File: config.mk
export PLATFORM = sky130hd
export DESIGN_NAME = lerc_ctrl
export DESIGN_NICKNAME = d
export VERILOG_FILES = /design/src/core/lerc_pkg.sv /design/src/core/lerc_grown_list.sv /design/src/core/lerc_ctrl.sv
export SDC_FILE = /design/constraint.sdc
export NUM_CORES = 2
export LEC_CHECK = 0
export BUFFER_PORTS_ARGS = -buffer_cell sky130_fd_sc_hd__buf_2
export CAP_MARGIN = 20
export CORE_ASPECT_RATIO = 2
export CORE_MARGIN = 10
export CORE_UTILIZATION = 25
export CTS_CLUSTER_DIAMETER = 80
export DETAILED_ROUTE_END_ITERATION = 8
export HOLD_SLACK_MARGIN = 0.08
export PLACE_DENSITY = 0.45
export SLEW_MARGIN = 20
export SYNTH_ARGS = -nofsm -noshare
export SYNTH_HDL_FRONTEND = slang
export SYNTH_SLANG_ARGS = --single-unit
File: constraint.sdc
create_clock -name pclk -period 10.05 [get_ports pclk]
set_clock_uncertainty 0.1 [all_clocks]
set_input_delay 2.01 -clock pclk [delete_from_list [all_inputs] [get_ports pclk]]
set_output_delay 2.01 -clock pclk [all_outputs]
set_load 0.03 [all_outputs]
File: src/core/lerc_pkg.sv
`default_nettype none
package lerc_pkg;
  // Register byte offsets
  localparam logic [7:0] ADDR_CTRL   = 8'h00;
  localparam logic [7:0] ADDR_RETRY  = 8'h04;
  localparam logic [7:0] ADDR_BUDGET = 8'h08;
  localparam logic [7:0] ADDR_STATUS = 8'h0C;
  localparam logic [7:0] ADDR_ISTAT  = 8'h10;
  localparam logic [7:0] ADDR_IMASK  = 8'h14;
  localparam logic [7:0] ADDR_GCOUNT = 8'h18;
  localparam logic [7:0] ADDR_GINDEX = 8'h1C;
  localparam logic [7:0] ADDR_GDATA  = 8'h20;
  localparam logic [7:0] ADDR_FINDEX = 8'h24;
  localparam logic [7:0] ADDR_FDATA  = 8'h28;
  localparam logic [7:0] ADDR_FCOUNT = 8'h2C;
  // CTRL field positions
  localparam int CTRL_ENABLE   = 0;
  localparam int CTRL_RD_REALL = 1;
  localparam int CTRL_WR_REALL = 2;
  localparam int CTRL_SUPPRESS = 3;
  localparam logic [3:0] CTRL_RST = 4'h7;
  // RETRY field positions
  localparam int RETRY_RD_LSB = 0;
  localparam int RETRY_WR_LSB = 8;
  localparam logic [4:0] RD_RETRY_MIN = 5'h01;
  localparam logic [4:0] RD_RETRY_MAX = 5'h14;
  localparam logic [4:0] RD_RETRY_RST = 5'h14;
  localparam logic [2:0] WR_RETRY_MAX = 3'h5;
  localparam logic [2:0] WR_RETRY_RST = 3'h5;
  localparam logic [15:0] BUDGET_RST = 16'hFFFF;
  // Interrupt status bits
  localparam int EV_RECOVERED = 0;
  localparam int EV_UNRECOV   = 1;
  localparam int EV_REALLOC   = 2;
  localparam int EV_BUDGET    = 3;
  localparam int NUM_EV       = 4;
  // Recovery levels
  localparam logic [3:0] RD_LEVELS = 4'hC;
  localparam logic [3:0] WR_LEVELS = 4'h5;
  // Timing: 10 us tick at 40 MHz
  localparam int  CLK_PERIOD_NS = 25;
  localparam int  TICK_NS       = 10000;
  localparam int  TICK_CYC      = TICK_NS / CLK_PERIOD_NS;
  localparam int  TICKS_PER_MS  = 100;
  localparam real TICK_MS       = 0.01;
  // Per-block cumulative ceilings, ms
  localparam real RD_TIME_S1_MS = 124.32;
  localparam real WR_TIME_S0_MS = 35.94;
  localparam real WR_TIME_S1_MS = 53.91;
  localparam real WR_TIME_S2_MS = 79.89;
  localparam real WR_TIME_S3_MS = 97.86;
  localparam real WR_TIME_S4_MS = 175.85;
  localparam real WR_TIME_S5_MS = 421.79;
  localparam logic [19:0] RD_TICKS_S1 = 20'(int'($floor(RD_TIME_S1_MS / TICK_MS + 0.5)));
  localparam logic [5:0][19:0] WR_TICKS = {
    20'(int'($floor(WR_TIME_S5_MS / TICK_MS + 0.5))),
    20'(int'($floor(WR_TIME_S4_MS / TICK_MS + 0.5))),
    20'(int'($floor(WR_TIME_S3_MS / TICK_MS + 0.5))),
    20'(int'($floor(WR_TIME_S2_MS / TICK_MS + 0.5))),
    20'(int'($floor(WR_TIME_S1_MS / TICK_MS + 0.5))),
    20'(int'($floor(WR_TIME_S0_MS / TICK_MS + 0.5)))};

  typedef struct packed {
    logic        is_write;
    logic [31:0] lba;
  } lerc_err_t;

  typedef struct packed {
    logic        is_write;
    logic [3:0]  level;
    logic [2:0]  step;
    logic [31:0] lba;
  } lerc_step_t;

  typedef struct packed {
    logic        is_write;
    logic        recovered;
    logic        reallocated;
    logic [31:0] lba;
  } lerc_report_t;

  typedef enum logic [4:0] {
    ST_IDLE    = 5'h01,
    ST_STEP    = 5'h02,
    ST_WAIT    = 5'h04,
    ST_REALLOC = 5'h08,
    ST_DONE    = 5'h10
  } lerc_state_t;
endpackage : lerc_pkg
`default_nettype wire

File: src/core/lerc_grown_list.sv
`default_nettype none
module lerc_grown_list #(
  parameter int DEPTH = 64,
  parameter int AW    = $clog2(DEPTH)
) (
  input  wire logic          clk,      // Clock
  input  wire logic          rst_n,    // Async reset
  input  wire logic          app_en,   // Append one entry
  input  wire logic [31:0]   app_lba,  // Entry to append
  input  wire logic [AW-1:0] rd_idx,   // Read index
  output logic      [31:0]   rd_data,  // Entry at index
  output logic      [AW:0]   count,    // Entries held
  output logic               full      // No room left
);
  initial begin
    if (DEPTH < 2 || (1 << AW) != DEPTH) $error("DEPTH must be a power of two");
  end

  logic [31:0] mem [DEPTH];
  logic [AW:0] cnt_q;
  logic [AW:0] cnt_d;

  assign full  = cnt_q[AW];
  assign count = cnt_q;

  always_comb begin
    cnt_d = cnt_q;
    if (app_en && !full) cnt_d = cnt_q + 1'b1;
  end

  always_ff @(posedge clk or negedge rst_n) begin
    if (!rst_n) cnt_q <= '0;
    else cnt_q <= cnt_d;
  end

  // Append only; entries are never rewritten once logged
  always_ff @(posedge clk) begin
    if (app_en && !full) mem[cnt_q[AW-1:0]] <= app_lba;
    rd_data <= mem[rd_idx];
  end
endmodule : lerc_grown_list
`default_nettype wire

File: src/core/lerc_ctrl.sv
`default_nettype none
// Functional notes
// - Twelve escalating read levels, five escalating write levels per block.
// - Each step is exactly one re-read or one re-write attempt.
// - Highest level reached follows the read or write retry setting.
// - Total recovery time per command capped by the command budget.
// - Reallocate only if side enable set, suppress clear, budget unspent.
// - Reallocation time is not charged to the command budget.
// - Suppress blocks reallocation; recovery still runs within limits.
// - Suppress set means no check condition is reported; the unrecovered interrupt status bit still sets.
// - Read retry accepts 1 to 20; each unit about five percent.
// - Read per-block ceiling about 124.32 ms per retry unit.
// - Write per-block ceiling from table, 35.94 to 421.79 ms.
// - Exhausted read limit ends command with check condition report, unless suppress is set.
// - Factory defect table is never modified.
// - Reallocated defects append to grown list; both lists readable.
// - Recovery runs only when enabled, using configured options.
module lerc_ctrl
  import lerc_pkg::*;
#(
  parameter int         GROWN_DEPTH = 64,
  parameter int         FDT_AW      = 8,
  parameter logic [2:0] STEPS       = 3'h2
) (
  input  wire logic              pclk,          // APB clock, 40 MHz
  input  wire logic              presetn,       // Async reset, active low
  input  wire logic [7:0]        paddr,         // APB address
  input  wire logic              psel,          // APB select
  input  wire logic              penable,       // APB enable
  input  wire logic              pwrite,        // APB write
  input  wire logic [31:0]       pwdata,        // APB write data
  output logic      [31:0]       prdata,        // APB read data
  output logic                   pready,        // APB ready
  output logic                   pslverr,       // APB error, unmapped address
  input  wire logic              cmd_start,     // New command starts
  input  wire logic              err_valid,     // Media error on a block
  input  wire lerc_err_t         err_in,        // Failing block
  output logic                   err_ready,     // Error accepted
  output logic                   step_req,      // One media attempt
  output lerc_step_t             step_info,     // Attempt details
  input  wire logic              step_done,     // Attempt finished
  input  wire logic              step_ok,       // Attempt succeeded
  output logic                   realloc_req,   // Reallocation request
  output logic      [31:0]       realloc_lba,   // Block to reallocate
  input  wire logic              realloc_done,  // Reallocation finished
  output logic                   done,          // Block handling finished
  output lerc_report_t           done_info,     // Outcome of the block
  output logic                   chk_cond,      // Unrecovered error report
  output logic      [FDT_AW-1:0] fdt_addr,      // Factory table index
  input  wire logic [31:0]       fdt_data,      // Factory table entry
  input  wire logic [FDT_AW:0]   fdt_count,     // Factory table size
  output logic                   irq            // Level interrupt
);
  localparam int GAW = $clog2(GROWN_DEPTH);

  initial begin
    if (STEPS == 3'h0) $error("STEPS must be at least one");
    if (FDT_AW < 1 || FDT_AW > 16) $error("FDT_AW out of range");
  end

  // Register state
  logic [3:0]        ctrl_q, ctrl_d;
  logic [4:0]        rdr_q, rdr_d;
  logic [2:0]        wrr_q, wrr_d;
  logic [15:0]       budget_q, budget_d;
  logic [NUM_EV-1:0] istat_q, istat_d;
  logic [NUM_EV-1:0] imask_q, imask_d;
  logic [GAW-1:0]    gidx_q, gidx_d;
  logic [FDT_AW-1:0] fidx_q, fidx_d;
  logic [31:0]       prdata_q, prdata_d;

  // Recovery state
  lerc_state_t  st_q, st_d;
  lerc_step_t   cur_q, cur_d;
  logic         rec_q, rec_d;
  logic         rea_q, rea_d;
  logic [19:0]  lba_t_q, lba_t_d;
  logic [8:0]   div_q, div_d;
  logic [6:0]   sub_q, sub_d;
  logic [15:0]  cms_q, cms_d;
  logic         bud_seen_q, bud_seen_d;

  logic         wr_acc, rd_setup, mapped;
  logic         tick, timing, bud_hit;
  logic [3:0]   max_lvl;
  logic [19:0]  lba_lim;
  logic         last_try, may_realloc, gdl_app;
  logic [NUM_EV-1:0] ev;
  logic [31:0]  gdata;
  logic [GAW:0] gcount;
  logic         gfull;

  lerc_grown_list #(.DEPTH(GROWN_DEPTH), .AW(GAW)) lerc_grown_list_inst (
    .clk     (pclk),
    .rst_n   (presetn),
    .app_en  (gdl_app),
    .app_lba (cur_q.lba),
    .rd_idx  (gidx_q),
    .rd_data (gdata),
    .count   (gcount),
    .full    (gfull)
  );

  // APB decode
  always_comb begin
    case (paddr)
      ADDR_CTRL, ADDR_RETRY, ADDR_BUDGET, ADDR_STATUS,
      ADDR_ISTAT, ADDR_IMASK, ADDR_GCOUNT, ADDR_GINDEX,
      ADDR_GDATA, ADDR_FINDEX, ADDR_FDATA, ADDR_FCOUNT: mapped = 1'b1;
      default: mapped = 1'b0;
    endcase
  end

  assign pready   = 1'b1;
  assign pslverr  = psel && penable && !mapped;
  assign wr_acc   = psel && penable && pwrite && mapped;
  assign rd_setup = psel && !penable && !pwrite;
  assign prdata   = prdata_q;
  assign fdt_addr = fidx_q;

  // Timebase: 10 us tick, only while attempts are in progress
  assign timing = (st_q == ST_STEP) || (st_q == ST_WAIT);
  assign tick   = timing && (div_q == 9'(TICK_CYC - 1));
  assign bud_hit = (cms_q >= budget_q);

  // Ceilings per block
  always_comb begin
    if (cur_q.is_write) begin
      max_lvl = (wrr_q == 3'h0) ? 4'h1 : {1'b0, wrr_q};
      lba_lim = WR_TICKS[wrr_q];
    end else begin
      // Nine bits: setting 20 gives 259 before the divide
      max_lvl = 4'((({4'h0, rdr_q} * 9'(RD_LEVELS)) + 9'h013) / 9'h014);
      lba_lim = 20'(rdr_q * RD_TICKS_S1);
    end
  end

  // Limit on this block reached: stop here
  assign last_try = ((cur_q.level >= max_lvl) && (cur_q.step == STEPS - 3'h1))
                    || (lba_t_q >= lba_lim) || bud_hit;

  // Side enable, suppress clear, budget unspent
  assign may_realloc = (cur_q.is_write ? ctrl_q[CTRL_WR_REALL] : ctrl_q[CTRL_RD_REALL])
  // Uses step_ok, as rec_q only settles with the outcome
                       && !ctrl_q[CTRL_SUPPRESS] && !bud_hit && !gfull
                       && (step_ok || cur_q.is_write);

  assign gdl_app = (st_q == ST_REALLOC) && realloc_done;

  // Handshake outputs
  assign err_ready   = (st_q == ST_IDLE);
  assign step_req    = (st_q == ST_STEP);
  assign step_info   = cur_q;
  assign realloc_req = (st_q == ST_REALLOC);
  assign realloc_lba = cur_q.lba;
  assign done        = (st_q == ST_DONE);
  assign done_info   = '{is_write: cur_q.is_write, recovered: rec_q,
                         reallocated: rea_q, lba: cur_q.lba};
  // Silent while suppressed
  assign chk_cond    = (st_q == ST_DONE) && !rec_q && !ctrl_q[CTRL_SUPPRESS];
  assign irq         = |(istat_q & imask_q);

  // Recovery sequencer
  always_comb begin
    st_d  = st_q;
    cur_d = cur_q;
    rec_d = rec_q;
    rea_d = rea_q;
    case (st_q)
      ST_IDLE: begin
        if (err_valid) begin
          cur_d.is_write = err_in.is_write;
          cur_d.lba      = err_in.lba;
          cur_d.level    = 4'h1;
          cur_d.step     = 3'h0;
          rec_d          = 1'b0;
          rea_d          = 1'b0;
          // Disabled or budget spent: no attempts
          if (!ctrl_q[CTRL_ENABLE] || bud_hit) st_d = ST_DONE;
          else st_d = ST_STEP;
        end
      end
      ST_STEP: st_d = ST_WAIT;
      ST_WAIT: begin
        if (step_done) begin
          if (step_ok || last_try) begin
            rec_d = step_ok;
            st_d  = ST_DONE;
          end else if (cur_q.step == STEPS - 3'h1) begin
            cur_d.level = cur_q.level + 4'h1;
            cur_d.step  = 3'h0;
            st_d        = ST_STEP;
          end else begin
            cur_d.step = cur_q.step + 3'h1;
            st_d       = ST_STEP;
          end
        end
      end
      ST_REALLOC: begin
        if (realloc_done) begin
          rea_d = 1'b1;
          st_d  = ST_DONE;
        end
      end
      ST_DONE: st_d = ST_IDLE;
      default: st_d = ST_IDLE;
    endcase
    // Outcome settled: divert through reallocation when allowed
    if (st_q == ST_WAIT && st_d == ST_DONE) begin
      if (may_realloc) st_d = ST_REALLOC;
    end
  end

  // Timers
  always_comb begin
    div_d      = div_q;
    sub_d      = sub_q;
    cms_d      = cms_q;
    lba_t_d    = lba_t_q;
    bud_seen_d = bud_seen_q;
    if (timing) div_d = tick ? 9'h000 : div_q + 9'h001;
    if (tick) begin
      lba_t_d = (lba_t_q == 20'hFFFFF) ? lba_t_q : lba_t_q + 20'h00001;
      if (sub_q == 7'(TICKS_PER_MS - 1)) begin
        sub_d = 7'h00;
        if (cms_q != 16'hFFFF) cms_d = cms_q + 16'h0001;
      end else begin
        sub_d = sub_q + 7'h01;
      end
    end
    if (st_q == ST_IDLE && err_valid) lba_t_d = 20'h00000;
    if (bud_hit) bud_seen_d = 1'b1;
    if (cmd_start) begin
      sub_d      = 7'h00;
      cms_d      = 16'h0000;
      bud_seen_d = 1'b0;
    end
  end

  // Events
  always_comb begin
    ev = '0;
    ev[EV_RECOVERED] = (st_q == ST_DONE) && rec_q;
    ev[EV_UNRECOV]   = (st_q == ST_DONE) && !rec_q;
    ev[EV_REALLOC]   = gdl_app;
    ev[EV_BUDGET]    = bud_hit && !bud_seen_q;
  end

  // Register writes and read data
  always_comb begin
    ctrl_d   = ctrl_q;
    rdr_d    = rdr_q;
    wrr_d    = wrr_q;
    budget_d = budget_q;
    imask_d  = imask_q;
    gidx_d   = gidx_q;
    fidx_d   = fidx_q;
    istat_d  = istat_q;
    prdata_d = prdata_q;
    if (wr_acc) begin
      case (paddr)
        ADDR_CTRL: ctrl_d = pwdata[3:0];
        ADDR_RETRY: begin
          // Out-of-range settings leave the old value in place
          if (pwdata[RETRY_RD_LSB +: 5] >= RD_RETRY_MIN
              && pwdata[RETRY_RD_LSB +: 5] <= RD_RETRY_MAX)
            rdr_d = pwdata[RETRY_RD_LSB +: 5];
          if (pwdata[RETRY_WR_LSB +: 3] <= WR_RETRY_MAX)
            wrr_d = pwdata[RETRY_WR_LSB +: 3];
        end
        ADDR_BUDGET: budget_d = pwdata[15:0];
        ADDR_ISTAT:  istat_d  = istat_q & ~pwdata[NUM_EV-1:0];
        ADDR_IMASK:  imask_d  = pwdata[NUM_EV-1:0];
        ADDR_GINDEX: gidx_d   = pwdata[GAW-1:0];
        ADDR_FINDEX: fidx_d   = pwdata[FDT_AW-1:0];
        default: ;
      endcase
    end
    // Set wins over a same-cycle clear
    istat_d = istat_d | ev;
    if (rd_setup) begin
      case (paddr)
        ADDR_CTRL:   prdata_d = {28'h0, ctrl_q};
        ADDR_RETRY:  prdata_d = {21'h0, wrr_q, 3'h0, rdr_q};
        ADDR_BUDGET: prdata_d = {16'h0, budget_q};
        ADDR_STATUS: prdata_d = {15'h0, bud_hit, 4'h0, cur_q.level, 3'h0, st_q};
        ADDR_ISTAT:  prdata_d = {28'h0, istat_q};
        ADDR_IMASK:  prdata_d = {28'h0, imask_q};
        ADDR_GCOUNT: prdata_d = 32'(gcount);
        ADDR_GINDEX: prdata_d = 32'(gidx_q);
        ADDR_GDATA:  prdata_d = gdata;
        ADDR_FINDEX: prdata_d = 32'(fidx_q);
        ADDR_FDATA:  prdata_d = fdt_data;
        ADDR_FCOUNT: prdata_d = 32'(fdt_count);
        default:     prdata_d = 32'h0;
      endcase
    end
  end

  always_ff @(posedge pclk or negedge presetn) begin
    if (!presetn) begin
      ctrl_q     <= CTRL_RST;
      rdr_q      <= RD_RETRY_RST;
      wrr_q      <= WR_RETRY_RST;
      budget_q   <= BUDGET_RST;
      istat_q    <= '0;
      imask_q    <= '0;
      gidx_q     <= '0;
      fidx_q     <= '0;
      prdata_q   <= 32'h0;
      st_q       <= ST_IDLE;
      cur_q      <= '0;
      rec_q      <= 1'b0;
      rea_q      <= 1'b0;
      lba_t_q    <= 20'h00000;
      div_q      <= 9'h000;
      sub_q      <= 7'h00;
      cms_q      <= 16'h0000;
      bud_seen_q <= 1'b0;
    end else begin
      ctrl_q     <= ctrl_d;
      rdr_q      <= rdr_d;
      wrr_q      <= wrr_d;
      budget_q   <= budget_d;
      istat_q    <= istat_d;
      imask_q    <= imask_d;
      gidx_q     <= gidx_d;
      fidx_q     <= fidx_d;
      prdata_q   <= prdata_d;
      st_q       <= st_d;
      cur_q      <= cur_d;
      rec_q      <= rec_d;
      rea_q      <= rea_d;
      lba_t_q    <= lba_t_d;
      div_q      <= div_d;
      sub_q      <= sub_d;
      cms_q      <= cms_d;
      bud_seen_q <= bud_seen_d;
    end
  end
endmodule : lerc_ctrl
`default_nettype wire

==> metrics.yaml <==
critical_path:
  cp-endpoint: "step_info[33]"
  cp-start-kind: "flop"
  worstPathRequired_ns: 10.73
  rr_endpoint: "step_info[33]"
  r2r_slack_ns: 2.09
  cp-startpoint: "rdr_q[1]"
  worstSetupPathType: "flop to flop"
  endpoint_kind: "flop"
  worst-path-max-fanout: 13
  r2r-start: "rdr_q[1]"
  rr_worst_depth: 24
  cp_data_arrival_time_ns: 8.65
finish:
  multi_input_area_um2: 21800
  finalNetCount: 4796
  register_area_um2: 67000
  final_cell_mix: "edfxtp_1, mux4_2, buf_2, clkbuf_16, nand2_1"
  mostFrequentLayoutCell: "edfxtp_1"
  drive_gt1_frac: 0.325
  area_growth_pct: 15.9
  nFillCells: 35100
  post-route-util: 0.290
sta:
  setup_violations: 0
  whs_ns: 0.313
  max_freq_ghz: 0.126
  fin_crit_ns: 7.96
  hold_viol: 0
  slew_viol_final: 0
  worstMarginPinSlew_ns: 1.07
  rsz0062_at_grt: "false"
  relSlewSlack: 0.276
  fin_ws_ns: 2.09
  finalCritPeriodShare: 0.792
  tns_ns: 0
clock_network:
  cts_root_buf: "clkbuf_16"
  post_cts_resized: 0
  clockBufferDepth: 4
  cts_setup_buffers: 0
  cts_tree: "built"
  clock_sinks: 2269
  cts_max_level: 4
  clk_pin_slew_ns: 0.07
  cts_inserted_buffers: 212
  insertion_delay_ns: 0.91
  cts_hold_buf: 0
logic_synthesis:
  yosysSeqAreaShare: 0.746
  ys.flop_type: "edfxtp_1"
  synth_top_family_by_area: "multiplexers"
  yosysUniqueCellTypes: 81
  syn_area_um2: 89700
  synth_compound_area_frac: 0.0200
  synth_nets: 4458
  synth.mux.area_fraction: 0.173
  yosys.area_share.simple: 0.0285
  ys_warn_count: 0
  synth_xor_xnor_area_share: 0.00479
  synth-async-reset-ratio: 0.0833
  netlist_instances: 4261
  synth_seq_cells: 2269
  yosys.area_share.adder: 0.0107
  synth_edf_count: 2048
  syn_avg_cell_area_um2: 21.0
global_routing:
  grt_usage: 0.138
  overflow: 0
  grt_pass1_vias: 47100
  antenna_found_initial: 22
  grt_pass1_wl_mm: 379
  grt_start_max_net_pins: 115
route:
  avgRoutedWirePerCell_um: 28.7
  wirelength_mm: 271
  drtPass1Iterations: 6
  vias: 43700
  avgViaCountPerCell: 4.62
  drc: 0
  ant_nets: 0
  drtIter0Drc: 3519
floorplan:
  die_h_um: 867
  io_pins: 279
  die_area_um2: 384000
  coreArea_um2: 358000
  fp-row-count: 311
  initial_utilization: 0.250
  die_w_um: 443
placed_design:
  gp_routability_congestion: 0.880
  dpl_worst_slack_ns: 2.13
  io_buffers: 261
  place_hpwl_mm: 175
power:
  power_mw: 20.0
  ir_drop_mv: 0.121
  p_leak_nw: 32.4
  powerDensity_nw_per_um2: 192
run:
  maxCapViolCount: 0
hold_path:
  min_path_type: "flop to flop"
run_status:
  outcome: "finished clean"
stage by stage:
stage	std cells	instance area, um^2
2_1_floorplan	4261	89700
3_3_place_gp	9080	97300
3_5_place_dp	9080	97300
4_1_cts	9454	104000
5_1_grt	9456	104000
6_report	9466	104000
routing by layer:
metal | GRT usage | vias up | wire length [um]
met5 | 0 | - | 41
met4 | 0.0486 | 6 | 10200
met3 | 0.0152 | 430 | 9120
met2 | 0.269 | 1099 | 153000
met1 | 0.152 | 24000 | 99000
li1 | - | 18200 | -
synthesized netlist by cell type (4+ instances only):
cell type | n | area share
nand2b_1 | 15 | 0.0010
a222oi_1 | 6 | 0.00067
buf_4 | 68 | 0.0057
and3_1 | 15 | 0.0010
nand3_1 | 30 | 0.0017
and4_1 | 6 | 0.00059
a31oi_1 | 19 | 0.0013
and2_1 | 7 | 0.00049
o21ai_0 | 76 | 0.0042
a22oi_1 | 40 | 0.0033
dfrtp_1 | 165 | 0.046
dfxtp_1 | 32 | 0.0071
mux2i_1 | 7 | 0.00078
inv_1 | 51 | 0.0021
xnor2_1 | 22 | 0.0021
buf_1 | 49 | 0.0021
dfstp_2 | 24 | 0.0070
a21o_1 | 17 | 0.0014
mux4_2 | 672 | 0.17
clkbuf_1 | 157 | 0.0066
nand2_1 | 216 | 0.0090
a32oi_1 | 4 | 0.00039
o21a_1 | 6 | 0.00050
nor2_1 | 161 | 0.0067
a221oi_1 | 10 | 0.00098
ha_1 | 70 | 0.0098
o211ai_1 | 8 | 0.00067
nor2b_1 | 4 | 0.00028
nor3b_1 | 5 | 0.00042
nor4_1 | 6 | 0.00042
edfxtp_1 | 2048 | 0.69
nor3_1 | 28 | 0.0016
or2_2 | 9 | 0.00063
mux2_2 | 29 | 0.0036
a21oi_1 | 39 | 0.0022
xor2_1 | 27 | 0.0026
or3_1 | 22 | 0.0015
a22o_1 | 8 | 0.00078
nand4_1 | 19 | 0.0013
power by group:
group / switching (mW) / internal, mW / total (mW)
clock network: 3.59 / 4.38 / 7.97
logic: 0.935 / 0.163 / 1.10
registers: 0.126 / 10.8 / 10.9
cell families after synthesis:
logic type / Yosys count
AOI/OAI and AO/OA: 268
xor gates and xnor gates: 49
adders and majority gates: 75
buffers and inverters: 330
DFF: 2269
muxes: 708
other: 1
and+or+nand+nor: 561
sequential cells by signal, indices dropped and copies added (netlist names), 9 cells and up:
name,count
budget_q,16
cms_q,16
div_q,9
lba_t_q,20
lerc_grown_list_inst.mem,2048
lerc_grown_list_inst.rd_data,32
prdata,32
realloc_lba,32
layout make-up:
class	instances	area share
diodes	12	0.000289
well taps	4695	0.0565
flip-flops and latches	2269	0.644
clock inverters	108	0.00976
clock buffers	266	0.0542
inverters	54	0.00195
repair buffers	400	0.0237
multi-input cells	1662	0.210
critical path, stage by stage (launching register included):
cell and delay (ns):
dfrtp_1 0.62, ha_1 0.33, inv_1 0.07, fa_1 0.71
clkinv_1 0.36, ha_1 0.53, inv_1 0.15, o31a_1 0.17
nor2_1 0.11, nand3_1 0.11, a311oi_2 0.36, xnor2_1 0.21
a2111oi_0 0.57, a2bb2oi_1 0.20, o211ai_1 0.11, ha_1 0.28
nand2b_1 0.14, a21o_1 0.18, a21o_1 0.17, a21oi_1 0.33
o221ai_1 0.29, a311oi_1 0.40, o2111ai_1 0.58, or4_1 0.60
a21oi_1 0.17
worst min path at each step:
stage / start / end / slack [ns] / depth (start not counted)
floorplan: lerc_grown_list_inst.rd_data[12] / prdata[12] / 0.33 / 2
global placement: bud_seen_q / istat_q[3] / 0.35 / 1
detailed placement: bud_seen_q / istat_q[3] / 0.36 / 1
CTS: bud_seen_q / istat_q[3] / 0.31 / 1
global route: bud_seen_q / istat_q[3] / 0.35 / 1
finish: bud_seen_q / istat_q[3] / 0.31 / 1
No activity file was read; power rests on OpenSTA's default activity.
